## src/verilog/sfcp_pkg.sv

```systemverilog
package sfcp_pkg;
    ////////////////////////////////////////////////////////////////////////
    // clock and timing
    localparam int CLK_NS            = 50;
    localparam int CHIP_ERASE_US     = 1000;
    localparam int SECTOR_ERASE_US   = 200;
    localparam int PROG_US           = 5;
    // least times, rounded up to whole cycles
    localparam int CHIP_ERASE_CYC    = (CHIP_ERASE_US * 1000 + CLK_NS - 1) / CLK_NS;
    localparam int SECTOR_ERASE_CYC  = (SECTOR_ERASE_US * 1000 + CLK_NS - 1) / CLK_NS;
    localparam int PROG_CYC          = (PROG_US * 1000 + CLK_NS - 1) / CLK_NS;
    localparam int LINK_PERIOD_NS    = 800;
    localparam int SCK_HALF_CYC      = LINK_PERIOD_NS / 2 / CLK_NS;

    ////////////////////////////////////////////////////////////////////////
    // link opcodes
    localparam logic [7:0] OP_WREN       = 8'h06;
    localparam logic [7:0] OP_WRDI       = 8'h04;
    localparam logic [7:0] OP_PDOWN      = 8'hB9;
    localparam logic [7:0] OP_ID_LEGACY  = 8'hAB;
    localparam logic [7:0] OP_ID_STD     = 8'h9F;
    localparam logic [7:0] OP_CERASE_A   = 8'h60;
    localparam logic [7:0] OP_CERASE_B   = 8'hC7;
    localparam logic [7:0] OP_SSERASE_A  = 8'h20;
    localparam logic [7:0] OP_SSERASE_B  = 8'hD7;
    localparam logic [7:0] OP_SERASE     = 8'hD8;
    localparam logic [7:0] OP_PROG       = 8'h02;
    localparam logic [7:0] OP_RD_STATUS  = 8'h05;
    localparam logic [7:0] OP_WR_STATUS  = 8'h01;

    ////////////////////////////////////////////////////////////////////////
    // protect_and_status layout
    localparam int ST_BUSY           = 0;
    localparam int ST_WEL            = 1;
    localparam int ST_BP0            = 2;
    localparam int ST_BP2            = 4;
    localparam int ST_TB             = 5;
    localparam int ST_LOCK           = 7;
    localparam logic [7:0] ST_NV_RST = 8'h00;

    // identity values, arbitrary
    localparam logic [7:0] ID_MFR    = 8'h5A;
    localparam logic [7:0] ID_TYPE   = 8'h3C;
    localparam logic [7:0] ID_CAP    = 8'h13;
    localparam logic [7:0] ID_RSVD   = 8'h00;
    localparam logic [7:0] ID_LEGACY = 8'h2E;

    ////////////////////////////////////////////////////////////////////////
    // host controller registers
    localparam logic [7:0] REG_CTRL   = 8'h00;
    localparam logic [7:0] REG_TXDATA = 8'h04;
    localparam logic [7:0] REG_RXDATA = 8'h08;
    localparam logic [7:0] REG_PINS   = 8'h0C;
    localparam logic [7:0] REG_STATUS = 8'h10;
    localparam int CTRL_OP_LSB        = 0;
    localparam int CTRL_NTX_LSB       = 8;
    localparam int CTRL_NRX_LSB       = 11;
    localparam int CTRL_XBIT_LSB      = 14;
    localparam logic PINS_WP_RST      = 1'b1;

    typedef enum logic [1:0] {SFCP_RD_NONE, SFCP_RD_STD, SFCP_RD_LEGACY, SFCP_RD_STATUS} sfcp_rd_t;
endpackage : sfcp_pkg

```

## src/verilog/sfcp_link_if.sv

```systemverilog
`timescale 1ns/1ns
interface sfcp_link_if;
    logic cs_n;
    logic sck;
    logic mosi;
    logic miso;
    logic wp_n;
    modport dev  (input cs_n, input sck, input mosi, input wp_n, output miso);
    modport host (output cs_n, output sck, output mosi, output wp_n, input miso);
endinterface : sfcp_link_if

```

## src/verilog/sfcp_sync.sv

```systemverilog
`timescale 1ns/1ns
module sfcp_sync #(
    parameter int W = 1
) (
    input  wire logic         sys_clk,
    input  wire logic         rstn,
    input  wire logic [W-1:0] async_in,
    output logic      [W-1:0] sync_out
);
    logic [W-1:0] meta_q;

    // first stage is read only by the second
    always_ff @(posedge sys_clk)
    begin
        if (!rstn)
        begin
            meta_q   <= '0;
            sync_out <= '0;
        end
        else
        begin
            meta_q   <= async_in;
            sync_out <= meta_q;
        end
    end
endmodule : sfcp_sync

```

## src/verilog/sfcp_flash_dev.sv

```systemverilog
`timescale 1ns/1ns
module sfcp_flash_dev
    import sfcp_pkg::*;
#(
    parameter int CHIP_ERASE_CYCLES   = CHIP_ERASE_CYC,
    parameter int SECTOR_ERASE_CYCLES = SECTOR_ERASE_CYC
) (
    input  wire logic   sys_clk,
    input  wire logic   rstn,
    sfcp_link_if.dev    link,
    output logic [7:0]  status_q,
    output logic        power_down_q
);
    ////////////////////////////////////////////////////////////////////////
    // pin sampling
    logic [3:0] pins_s;
    logic       cs_n_s;
    logic       sck_s;
    logic       mosi_s;
    logic       wp_n_s;
    logic       sck_q;
    logic       cs_n_q;

    sfcp_sync #(.W(4)) u_sync (
        .sys_clk  (sys_clk),
        .rstn     (rstn),
        .async_in ({link.cs_n, link.sck, link.mosi, link.wp_n}),
        .sync_out (pins_s)
    );
    assign {cs_n_s, sck_s, mosi_s, wp_n_s} = pins_s;

    wire sck_rise = sck_s & ~sck_q & ~cs_n_s;
    wire sck_fall = ~sck_s & sck_q & ~cs_n_s;
    wire cs_rise  = cs_n_s & ~cs_n_q;

    ////////////////////////////////////////////////////////////////////////
    // state
    logic [2:0]  bit_cnt_q;
    logic [2:0]  byte_cnt_q;
    logic [7:0]  shreg_q;
    logic [7:0]  op_q;
    logic [23:0] addr_q;
    logic [7:0]  out_q;
    logic        miso_q;
    sfcp_rd_t    rd_q;
    logic [1:0]  id_idx_q;
    logic [23:0] timer_q;
    logic        wel_q;
    logic [2:0]  bp_q;
    logic        tb_q;
    logic        lock_q;

    function automatic logic is_protected(input logic [2:0] bp, input logic [18:0] a);
        logic hit;
        hit = 1'b0;
        if (bp[2])
            hit = 1'b1;
        else
            case (bp[1:0])
                2'b01:   hit = (a[18:16] == 3'h7);
                2'b10:   hit = (a[18:17] == 2'h3);
                2'b11:   hit = a[18];
                default: hit = 1'b0;
            endcase
        return hit;
    endfunction : is_protected

    function automatic logic [7:0] std_id(input logic [1:0] idx);
        logic [7:0] v;
        v = ID_MFR;
        case (idx)
            2'h1:    v = ID_TYPE;
            2'h2:    v = ID_CAP;
            2'h3:    v = ID_RSVD;
            default: v = ID_MFR;
        endcase
        return v;
    endfunction : std_id

    ////////////////////////////////////////////////////////////////////////
    // decoding
    wire        busy      = (timer_q != 24'h000000);
    wire [7:0]  sh_next   = {shreg_q[6:0], mosi_s};
    wire        byte_done = sck_rise & (bit_cnt_q == 3'h7);
    wire        first     = byte_done & (byte_cnt_q == 3'h0);
    // a partial byte at select release discards any write-type command
    wire        aligned   = (bit_cnt_q == 3'h0);
    wire        wr_ok     = cs_rise & aligned & ~power_down_q & ~busy & wel_q;
    wire        one_byte  = (byte_cnt_q == 3'h1);
    wire [7:0]  status_now = {lock_q, 1'b0, tb_q, bp_q, wel_q, busy};

    wire do_wren   = cs_rise & aligned & ~power_down_q & one_byte & (op_q == OP_WREN);
    wire do_wrdi   = cs_rise & aligned & ~power_down_q & one_byte & (op_q == OP_WRDI);
    wire do_pdown  = cs_rise & aligned & ~power_down_q & ~busy & one_byte & (op_q == OP_PDOWN);
    wire do_cerase = wr_ok & one_byte & ((op_q == OP_CERASE_A) | (op_q == OP_CERASE_B))
                     & (bp_q == 3'h0);
    wire is_serase = (op_q == OP_SSERASE_A) | (op_q == OP_SSERASE_B) | (op_q == OP_SERASE);
    wire do_serase = wr_ok & (byte_cnt_q == 3'h4) & is_serase & ~is_protected(bp_q, addr_q[18:0]);
    wire do_prog   = wr_ok & (byte_cnt_q >= 3'h5) & (op_q == OP_PROG)
                     & ~is_protected(bp_q, addr_q[18:0]);
    // exactly one data byte; two or more are discarded
    wire wr_status = wr_ok & (op_q == OP_WR_STATUS) & (byte_cnt_q == 3'h2);
    wire do_wrsr   = wr_status & ~(lock_q & ~wp_n_s);
    wire pd_exit   = first & (sh_next == OP_ID_LEGACY);
    wire start_std = first & (sh_next == OP_ID_STD) & ~busy & ~power_down_q;
    wire start_st  = first & (sh_next == OP_RD_STATUS) & ~power_down_q;
    wire start_leg = byte_done & (byte_cnt_q == 3'h3) & (op_q == OP_ID_LEGACY) & ~busy;

    ////////////////////////////////////////////////////////////////////////
    // byte framing
    always_ff @(posedge sys_clk)
    begin
        if (!rstn)
        begin
            sck_q      <= 1'b0;
            cs_n_q     <= 1'b1;
            bit_cnt_q  <= 3'h0;
            byte_cnt_q <= 3'h0;
            shreg_q    <= 8'h00;
            op_q       <= 8'h00;
            addr_q     <= 24'h000000;
        end
        else
        begin
            sck_q  <= sck_s;
            cs_n_q <= cs_n_s;
            if (cs_n_s)
            begin
                bit_cnt_q  <= 3'h0;
                byte_cnt_q <= 3'h0;
            end
            else if (sck_rise)
            begin
                bit_cnt_q <= bit_cnt_q + 3'h1;
                shreg_q   <= sh_next;
                if (byte_done && byte_cnt_q != 3'h7)
                    byte_cnt_q <= byte_cnt_q + 3'h1;
                if (first)
                    op_q <= sh_next;
                if (byte_done && byte_cnt_q >= 3'h1 && byte_cnt_q <= 3'h3)
                    addr_q <= {addr_q[15:0], sh_next};
            end
        end
    end

    ////////////////////////////////////////////////////////////////////////
    // read-back shifter; loads at the rise of a byte's last bit (bit_cnt_q 7), first bit out on that fall
    always_ff @(posedge sys_clk)
    begin
        if (!rstn)
        begin
            rd_q     <= SFCP_RD_NONE;
            out_q    <= 8'h00;
            id_idx_q <= 2'h0;
            miso_q   <= 1'b0;
        end
        else if (cs_n_s)
        begin
            rd_q   <= SFCP_RD_NONE;
            miso_q <= 1'b0;
        end
        else if (byte_done)
        begin
            if (start_std)
            begin
                rd_q     <= SFCP_RD_STD;
                out_q    <= std_id(2'h0);
                id_idx_q <= 2'h1;
            end
            else if (start_st)
            begin
                rd_q  <= SFCP_RD_STATUS;
                out_q <= status_now;
            end
            else if (start_leg)
            begin
                rd_q  <= SFCP_RD_LEGACY;
                out_q <= ID_LEGACY;
            end
            else
            begin
                case (rd_q)
                    SFCP_RD_STD:
                    begin
                        out_q    <= std_id(id_idx_q);
                        id_idx_q <= id_idx_q + 2'h1;
                    end
                    SFCP_RD_LEGACY: out_q <= ID_LEGACY;
                    SFCP_RD_STATUS: out_q <= status_now;
                    default:        out_q <= 8'h00;
                endcase
            end
        end
        else if (sck_fall && rd_q != SFCP_RD_NONE)
        begin
            miso_q <= out_q[7];
            out_q  <= {out_q[6:0], 1'b0};
        end
    end
    assign link.miso = miso_q;

    ////////////////////////////////////////////////////////////////////////
    // write latch, protection bits, power-down and the internal timer
    always_ff @(posedge sys_clk)
    begin
        if (!rstn)
        begin
            wel_q        <= 1'b0;
            power_down_q <= 1'b0;
            timer_q      <= 24'h000000;
            bp_q         <= ST_NV_RST[ST_BP2:ST_BP0];
            tb_q         <= ST_NV_RST[ST_TB];
            lock_q       <= ST_NV_RST[ST_LOCK];
        end
        else
        begin
            if (do_wren)
                wel_q <= 1'b1;
            else if (do_wrdi || do_wrsr || do_cerase || do_serase || do_prog)
                wel_q <= 1'b0;
            if (do_pdown)
                power_down_q <= 1'b1;
            else if (pd_exit)
                power_down_q <= 1'b0;
            if (do_cerase)
                timer_q <= CHIP_ERASE_CYCLES[23:0];
            else if (do_serase)
                timer_q <= SECTOR_ERASE_CYCLES[23:0];
            else if (do_prog)
                timer_q <= PROG_CYC[23:0];
            else if (busy)
                timer_q <= timer_q - 24'h000001;
            if (do_wrsr)
            begin
                bp_q   <= shreg_q[ST_BP2:ST_BP0];
                tb_q   <= shreg_q[ST_TB];
                lock_q <= shreg_q[ST_LOCK];
            end
        end
    end

    // user-side copy of the status byte, one cycle behind
    always_ff @(posedge sys_clk)
    begin
        if (!rstn)
            status_q <= ST_NV_RST;
        else
            status_q <= status_now;
    end
endmodule : sfcp_flash_dev

```

## src/flat_wrapper.sv

```systemverilog
// flat-port wrapper written by rule: the top's interface ports become plain ports
module sfcp_flash_dev_flat import sfcp_pkg::*;
#(
    parameter int CHIP_ERASE_CYCLES   = CHIP_ERASE_CYC,
    parameter int SECTOR_ERASE_CYCLES = SECTOR_ERASE_CYC
)
  (sys_clk, rstn, status_q, power_down_q, link_cs_n, link_sck, link_mosi, link_wp_n, link_miso);
  sfcp_link_if link_i ();
  input  wire logic sys_clk;
  input  wire logic rstn;
  output logic [7:0] status_q;
  output logic power_down_q;
  input wire logic [$bits(link_i.cs_n)-1:0] link_cs_n;
  input wire logic [$bits(link_i.sck)-1:0] link_sck;
  input wire logic [$bits(link_i.mosi)-1:0] link_mosi;
  input wire logic [$bits(link_i.wp_n)-1:0] link_wp_n;
  output wire logic [$bits(link_i.miso)-1:0] link_miso;
  assign link_i.cs_n = link_cs_n;
  assign link_i.sck = link_sck;
  assign link_i.mosi = link_mosi;
  assign link_i.wp_n = link_wp_n;
  assign link_miso = link_i.miso;
  sfcp_flash_dev #(.CHIP_ERASE_CYCLES(CHIP_ERASE_CYCLES), .SECTOR_ERASE_CYCLES(SECTOR_ERASE_CYCLES)) u_core (.sys_clk(sys_clk), .rstn(rstn), .link(link_i), .status_q(status_q), .power_down_q(power_down_q));
endmodule
```

## config.mk

```make
export PLATFORM = sky130hd
export DESIGN_NAME = sfcp_flash_dev_flat
export DESIGN_NICKNAME = d
export VERILOG_FILES = /design/src/verilog/sfcp_pkg.sv /design/src/verilog/sfcp_link_if.sv /design/src/verilog/sfcp_sync.sv /design/src/verilog/sfcp_flash_dev.sv /design/src/flat_wrapper.sv
export SDC_FILE = /design/constraint.sdc
export NUM_CORES = 1
export LEC_CHECK = 0
export ABC_AREA = 1
export BUFFER_PORTS_ARGS = -buffer_cell sky130_fd_sc_hd__buf_2
export CELL_PAD_IN_SITES_DETAIL_PLACEMENT = 0
export CELL_PAD_IN_SITES_GLOBAL_PLACEMENT = 1
export CORE_MARGIN = 2
export CORE_UTILIZATION = 49
export DETAILED_ROUTE_END_ITERATION = 7
export PLACE_DENSITY_LB_ADDON = 0.1
export SLEW_MARGIN = 15
export SYNTH_ARGS = -nofsm -noshare
export SYNTH_HDL_FRONTEND = slang
export SYNTH_SLANG_ARGS = --single-unit
```

## constraint.sdc

```tcl
create_clock -name sys_clk -period 5.5 [get_ports sys_clk]
set_input_delay 0.55 -clock sys_clk [delete_from_list [all_inputs] [get_ports sys_clk]]
set_output_delay 0.55 -clock sys_clk [all_outputs]
set_load 0.05 [all_outputs]
```

==> reports/qor.yml, run 1 <==
outcome: "complete, no violations"
leakage_nw: 2.19
crit_buf_inv: 2
root_buffer: "clkbuf_8"
dr_wl_met3_um: 442
htreeDepth: 3
fillers: 868
yosys.area.top_type_share_pct: 41.8
power.switching_w: 0.000743
power_frac_seq_pct: 40.8
multi_input_comb_area_um2: 2180
antenna_found_initial: 0
cts.sinks: 92
drt-initial-drc-count: 195
vias: 3854
cts_setup_buffers: 0
slowest_stage: "nand3_1"
ctsHoldBuffers: 0
synth_cell_types: 35
clk_pin_slew_ns: 0.09
core_area_um2: 8720
clk_latency_ns: 0.36
max_stage_delay_ns: 0.50
setup_viol: 0
top_layer: "met4"
yosys.area.top_type: "dfxtp_1"
setup_slack_ns: 2.80
pin_count: 16
ys_seq_area_share_pct: 41.8
worstPathCellList: "nand3_1 -> nor2_4 -> inv_2 -> nor2_2 -> nand2_1 -> inv_1 -> nand2_1 -> nand2_1 -> nand2_1 -> nand2_1 -> a21oi_1"
crit_top_cell: "nand2_1"
overflow: 0
path_max_fanout: 20
cts_resized: 0
ys_ff_latch: 92
p_total_w: 0.00203
grt_pass1_vias: 3698
async_reset_ff_share_pct: 0
relSlewSlack_pct: 54.2
hold_ws_ns: 0.360
fin_crit_sh_pct: 49.1
synth_area_per_cell_um2: 7.11
holdCritStartpoint: "link_sck"
skew_ns: 0.0138
dp_hpwl_um: 7380
r2r_start: "u_core.u_sync.sync_out[2]"
drive_above_1_share_pct: 8.16
wirelength_um: 10000
numCtsBuffers: 9
die_y_um: 98.9
power.share.clock_pct: 25.1
clockBufferDepth: 2
via_per_inst: 5.17
synth_cells: 620
syn-num-nets: 640
die_w_um: 98.9
rows: 34
p_comb_share_pct: 34.2
setup.worst_path.start: "u_core.u_sync.sync_out[2]"
synth-main-ff-cell: "dfxtp_1"
syn_area_um2: 4410
grt_max_degree: 62
syn2layout_area_growth_pct: 8.54
cellPowerDensity_nw_per_um2: 424
start_util_pct: 50.6
cpLargestDelayFamily: "simple AND/OR/NAND/NOR gates"
startpoint_type: "register"
p_int_w: 0.00129
fin_crit_ns: 2.70
finalSetupTns_ns: 0
rsz0062_at_grt: "false"
synth.top_cells.by_area: "dfxtp_1 42%, nand2_1 9.4%, inv_1 7.1%"
ant_nets: 0
end_kind: "register"
grt_pass1_wl_um: 17500
switching_share_pct: 36.6
synth_edf_count: 0
wl_met1_um: 4760
hold_violations: 0
drc: 0
slew_viol_final: 0
peakVddDrop_uv: 154
io_buffer_count: 14
seqCellArea_um2: 1840
layout.nets: 652
max_freq_mhz: 370
critPathRequiredTime_ns: 5.75
hold_class: "input pin to register"
track_usage_pct: 21.9
drv_cap: 0
die-area_um2: 9770
worstPathArrival_ns: 2.95
routabilityCongestion: 0.896
drtPass1Iterations: 5
utilization_pct: 54.9
cts_tree: "done"
avgRoutedWirePerCell_um: 13.4
n_antenna_cell: 0
tightestPinTransition_ns: 0.685
pre_cts_ws_ns: 2.81
yosysWarnings: 0
worstSetupPathType: "register to register"
wl_met2_um: 4590
-- through the flow --
stage	cell area [um2]	cells
3_5_place_dp	4560	729
3_3_place_gp	4560	729
6_report	4790	745
2_1_floorplan	4410	620
5_1_grt	4790	745
4_1_cts	4790	745
-- logic make-up (layout without fill, tap and decap cells) --
| group | after synthesis | in the layout | share of synthesized area, % |
|---|---|---|---|
| other | 1 | 1 | 0.0850 |
| XOR/XNOR | 18 | 18 | 3.58 |
| AO/OA/AOI/OAI | 118 | 118 | 13.7 |
| adder cells (fa/ha/maj) | 14 | 14 | 3.97 |
| AND/OR/NAND/NOR | 276 | 276 | 28.1 |
| buffers and inverters | 101 | 118 | 8.80 |
| flip-flops | 92 | 92 | 41.8 |
-- tightest hold or removal path, stage by stage --
cell and delay, ns:
buf_2 0.07, nand2_1 0.04, inv_1 0.04
-- power groups by stage --
| stage | clock network [W] | registers [W] | logic [W] |
|---|---|---|---|
| finish | 0.000509 | 0.000827 | 0.000693 |
| global placement | 0 | 0.000842 | 0.000689 |
| floorplan | 0 | 0.000834 | 0.000579 |
| detailed placement | 0 | 0.000843 | 0.000694 |
| CTS | 0.000523 | 0.000828 | 0.000699 |
| global route | 0.000546 | 0.000841 | 0.000810 |
-- worst paths after layout --
path | slack (ns) | cells past startpoint | to
max | 2.80 | 11 | u_core.out_q[1]
min | 0.36 | 3 | u_core.u_sync.meta_q[2]
max reg2reg | 2.80 | 11 | u_core.out_q[1]
min reg2reg | 0.42 | 2 | u_core.u_sync.sync_out[0]
-- registers in the layout (all words and copies together), names as in the netlist, 4 cells and up --
register                count
u_core.u_sync.meta_q        4
u_core.shreg_q              8
u_core.out_q                8
u_core.timer_q             24
u_core.u_sync.sync_out      4
u_core.addr_q               9
u_core.op_q                 8
u_core.status_q             7
-- Yosys cell counts, types with 2 or more instances --
| library cell | n |
|---|---|
| xnor2_1 | 8 |
| nand3_1 | 36 |
| nor2_2 | 4 |
| or2_2 | 4 |
| dfxtp_1 | 92 |
| nor2_1 | 80 |
| nor3_1 | 18 |
| nand2_1 | 110 |
| ha_1 | 14 |
| nand3_2 | 3 |
| buf_4 | 2 |
| nor2_4 | 3 |
| xor2_1 | 10 |
| o21ai_0 | 54 |
| inv_2 | 4 |
| inv_1 | 83 |
| nor4_1 | 2 |
| a21oi_1 | 55 |
| o21ai_1 | 3 |
| clkbuf_1 | 10 |
| a31oi_1 | 2 |
| nand3b_1 | 2 |
| nand4_1 | 9 |
-- cell type report --
type | instances | share of cell area, %
Clock inverter | 5 | 1.75
Inverter | 87 | 6.82
Timing Repair Buffer | 15 | 1.62
Sequential cell | 92 | 38.5
Multi-Input combinational cell | 427 | 45.5
Tap cell | 108 | 2.82
Clock buffer | 11 | 2.95
-- cell usage in the layout (no fill, tap or decap), types with 3 or more instances in the layout --
cell / count
ha_1: 14
nand4_1: 9
clkbuf_8: 10
nor2_1: 80
a21oi_1: 55
o21ai_1: 3
xor2_1: 10
inv_2: 4
o21ai_0: 54
dfxtp_1: 92
nor3_1: 18
or2_2: 4
nand3_1: 36
nand2_1: 110
nor2_2: 4
nor2_4: 3
buf_2: 14
inv_1: 83
xnor2_1: 8
nand3_2: 3
-- metal layers --
layer  vias up  track usage, %
met3        17            3.97
met5         -               0
met4         0            7.27
li1       2015               -
met2        96            36.6
met1      1726            28.5
Power figures use the tool's default switching activity.
==> run 2, diff against run 1 <==
--- a/config.mk
+++ b/config.mk
@@ -5,12 +5,12 @@
 export SDC_FILE = /design/constraint.sdc
 export NUM_CORES = 1
 export LEC_CHECK = 0
-export ABC_AREA = 1
+export ABC_AREA = 0
 export BUFFER_PORTS_ARGS = -buffer_cell sky130_fd_sc_hd__buf_2
 export CELL_PAD_IN_SITES_DETAIL_PLACEMENT = 0
 export CELL_PAD_IN_SITES_GLOBAL_PLACEMENT = 1
 export CORE_MARGIN = 2
-export CORE_UTILIZATION = 49
+export CORE_UTILIZATION = 48
 export DETAILED_ROUTE_END_ITERATION = 7
 export PLACE_DENSITY_LB_ADDON = 0.1
 export SLEW_MARGIN = 15
==> constraint.sdc (replaced) <==
create_clock -name sys_clk -period 2.65 [get_ports sys_clk]
set_input_delay 0.265 -clock sys_clk [delete_from_list [all_inputs] [get_ports sys_clk]]
set_output_delay 0.265 -clock sys_clk [all_outputs]
set_load 0.05 [all_outputs]
==> run 2 against run 1 <==
- global-route usage is 0.058 points higher
- clock skew down 0.0012 ns
- non-clock buffer count increased by 19
- maximum frequency rose by 9.4%
- synthesized area up 2.1%
- register-to-register slack lost 2.6 ns
- die area increased by 4.0%
- largest cell class unchanged
- largest power group is now combinational logic
==> reports/qor.yml, run 2 <==
path_max_fanout: 5  # -75%
via_per_inst: 5.85  # +13%
hold_violations: 0  # unchanged
max_freq_mhz: 406  # +9.4%
layout.nets: 530  # -19%
clk_latency_ns: 0.37  # about the same
regToRegEndpoint: "u_core.bp_q[2]"
largest_register_ffs: 24  # unchanged
skew_ns: 0.0126  # -0.00119 ns
drv_cap: 0  # unchanged
relSlewSlack_pct: 51.4  # -2.8 points
synth_edf_count: 0  # unchanged
ys_ff_latch: 92  # unchanged
final_cell_mix: "92 x dfxtp_1, 68 x nor2_1, 38 x mux2i_1"
numCtsBuffers: 9  # unchanged
drt-initial-drc-count: 158  # -19%
r2r_cells: 8  # -3
overflow: 0  # unchanged
worstSetupPathType: "register to register"
drive_above_1_share_pct: 13.0  # +4.8 points
ys_seq_area_share_pct: 40.9  # -0.85 points
htreeDepth: 3  # unchanged
dp_cells: 610  # -16%
die_w_um: 101  # +2.0%
async_reset_ff_share_pct: 0  # unchanged
end_kind: "register"
outcome: "complete, no violations"
yosys.area.top_type_share_pct: 40.9  # -0.85 points
syn-num-nets: 511  # -20%
yosysWarnings: 0  # unchanged
synth-main-ff-cell: "dfxtp_1"
die-area_um2: 10200  # +4.0%
synth.top_cells.by_area: "dfxtp_1 41%, mux2i_1 8.5%, nor2_1 5.7%"
power.switching_w: 0.00191  # +160%
power_frac_seq_pct: 38.1  # -2.7 points
grt_pass1_wl_um: 17500  # +0.39%
finalSetupTns_ns: 0  # unchanged
rsz0062_at_grt: "false"
critPathRequiredTime_ns: 2.89  # -2.86 ns
track_usage_pct: 21.9  # +0.058 points
drc: 0  # unchanged
start_util_pct: 49.2  # -1.4 points
synth_most_common_cell: "dfxtp_1"
pre_cts_ws_ns: 0.251  # -2.56 ns
top_regs: "u_core.timer_q (24), u_core.addr_q (9)"
antenna_found_initial: 0  # unchanged
worstPathArrival_ns: 2.71  # -0.24 ns
utilization_pct: 53.9  # -0.96 points
pin_count: 16  # unchanged
ant_nets: 0  # unchanged
setup_slack_ns: 0.184  # -2.62 ns
cellPowerDensity_nw_per_um2: 926  # +120%
rrSetupSlack_ns: 0.18  # -2.62 ns
core_area_um2: 9150  # +4.9%
p_int_w: 0.00266  # +110%
grt_max_degree: 36  # -42%
regMostFlops: "u_core.timer_q"
die_y_um: 101  # +2.0%
final_common_cell: "dfxtp_1"
holdPathEnd: "u_core.u_sync.meta_q[0]"
fin_crit_ns: 2.47  # -0.233 ns
fin_crit_sh_pct: 93.1  # +44 points
vias: 3663  # -5.0%
finalNonFillerCells: 626  # -16%
syn2layout_area_growth_pct: 9.65
wirelength_um: 10600  # +6.4%
r2r_start: "u_core.timer_q[0]"
synth_cell_types: 64  # +83%
grt_pass1_vias: 3428  # -7.3%
peakVddDrop_uv: 619  # +300%
tightestPinTransition_ns: 0.711  # +0.0263 ns
min_path_cells: 2  # -1
yosys.area.top_type: "dfxtp_1"
holdCritStartpoint: "link_wp_n"
hold_ws_ns: 0.0928  # -0.267 ns
slew_viol_final: 0  # unchanged
synth_cells: 491  # -21%
avgRoutedWirePerCell_um: 17.0  # +27%
routabilityCongestion: 0.835  # -6.8%
p_comb_share_pct: 41.4  # +7.2 points
synth_area_per_cell_um2: 9.17  # +29%
cts.sinks: 92  # unchanged
clockBufferDepth: 2  # unchanged
syn_area_um2: 4500  # +2.1%
drtPass1Iterations: 4  # -1
clk_pin_slew_ns: 0.10  # about the same
root_buffer: "clkbuf_8"
leakage_nw: 1.96  # -11%
setup_viol: 0  # unchanged
startpoint_type: "register"
rows: 35  # +2.9%
switching_share_pct: 41.9  # +5.2 points
cts_tree: "done"
synthTopCellsByCount: "92 x dfxtp_1, 68 x nor2_1, 38 x mux2i_1, 20 x clkbuf_1"
power.share.clock_pct: 20.5  # -4.6 points
io_buffer_count: 14  # unchanged
dp_hpwl_um: 7660  # +3.9%
hold_class: "input pin to register"
n_antenna_cell: 0  # unchanged
==> run 2: cell count changes in the layout (fill, tap and decap cells not counted), sizes merged, moves of 15 or more <==
cell   delta
o21ai    -41
buf      +19
mux2i    +38
inv      -66
nand2    -92
nor4     +15
nor2     -19
a21oi    -40
nand3    -32
==> run 2: layout make-up <==
cell class | instances | area (um2)
flip-flops and latches | 92 | 1840
multi-input cells | 355 | 2480
inverters | 18 | 67.6
fillers | 882 | 4220
well taps | 111 | 139
clock inverters | 7 | 66.3
repair buffers | 34 | 220
clock buffers | 9 | 124
==> run 2: through the flow <==
step	total power (W)	cell area (um2)
after floorplan	0.00313	4500
after global placement	0.00364	4740
after detailed placement	0.00364	4740
after CTS	0.00458	4930
after global routing	0.00486	4930
final	0.00457	4930
==> run 2: repair_timing <==
action,in CTS,in global routing
gates resized for setup,0,1
buffers inserted,0,0
hold buffers,0,0
setup endpoints to repair,0,2
==> run 2: cell families (layout without fill, tap and decap cells) <==
group                    after synthesis  after routing  share of synthesized area [%]
AO/OA/AOI/OAI                         88             88                           13.9
XOR/XNOR                              18             18                           3.50
adder cells (fa/ha/maj)               14             14                           3.89
buffers and inverters                 44             68                           4.17
flip-flops                            92             92                           40.9
multiplexers                          38             38                           8.45
other                                  1              1                         0.0833
AND/OR/NAND/NOR                      196            196                           25.0
==> run 2: routing by layer <==
metal	global-route usage [%]	wire [um]	vias to the layer above
li1	-	-	1827
met1	31.9	5430	1740
met2	32.6	4610	84
met3	3.95	469	12
met4	7.48	129	0
met5	0	0	-
==> run 2: worst max-delay path: stages (launching register included) <==
cell     delay [ns]
dfxtp_1        0.34
inv_1          0.10
ha_1           0.22
nor4b_2        0.39
nand4_1        0.26
buf_4          0.23
nor4_4         0.50
mux2i_1        0.24
nor2_1         0.05
==> run 2: worst max-delay path by stage <==
| stage | start | end | slack [ns] | cells after the start |
|---|---|---|---|---|
| finish | u_core.timer_q[0] | u_core.bp_q[2] | 0.18 | 8 |
| global route | u_core.timer_q[0] | u_core.bp_q[2] | 0.01 | 8 |
| CTS | u_core.timer_q[0] | u_core.bp_q[1] | 0.21 | 8 |
| detailed placement | u_core.timer_q[0] | u_core.bp_q[2] | 0.25 | 8 |
| global placement | u_core.timer_q[0] | u_core.tb_q | 0.32 | 8 |
| floorplan | u_core.bit_cnt_q[0] | u_core.out_q[4] | 0.50 | 8 |
==> run 2: power by group through the flow <==
stage / Clock [W] / Combinational (W) / Sequential, W
2_1_floorplan: 0 / 0.00139 / 0.00175
3_3_place_gp: 0 / 0.00187 / 0.00176
3_5_place_dp: 0 / 0.00187 / 0.00177
4_1_cts: 0.000953 / 0.00189 / 0.00174
5_1_grt: 0.000997 / 0.00209 / 0.00177
6_report: 0.000935 / 0.00189 / 0.00174
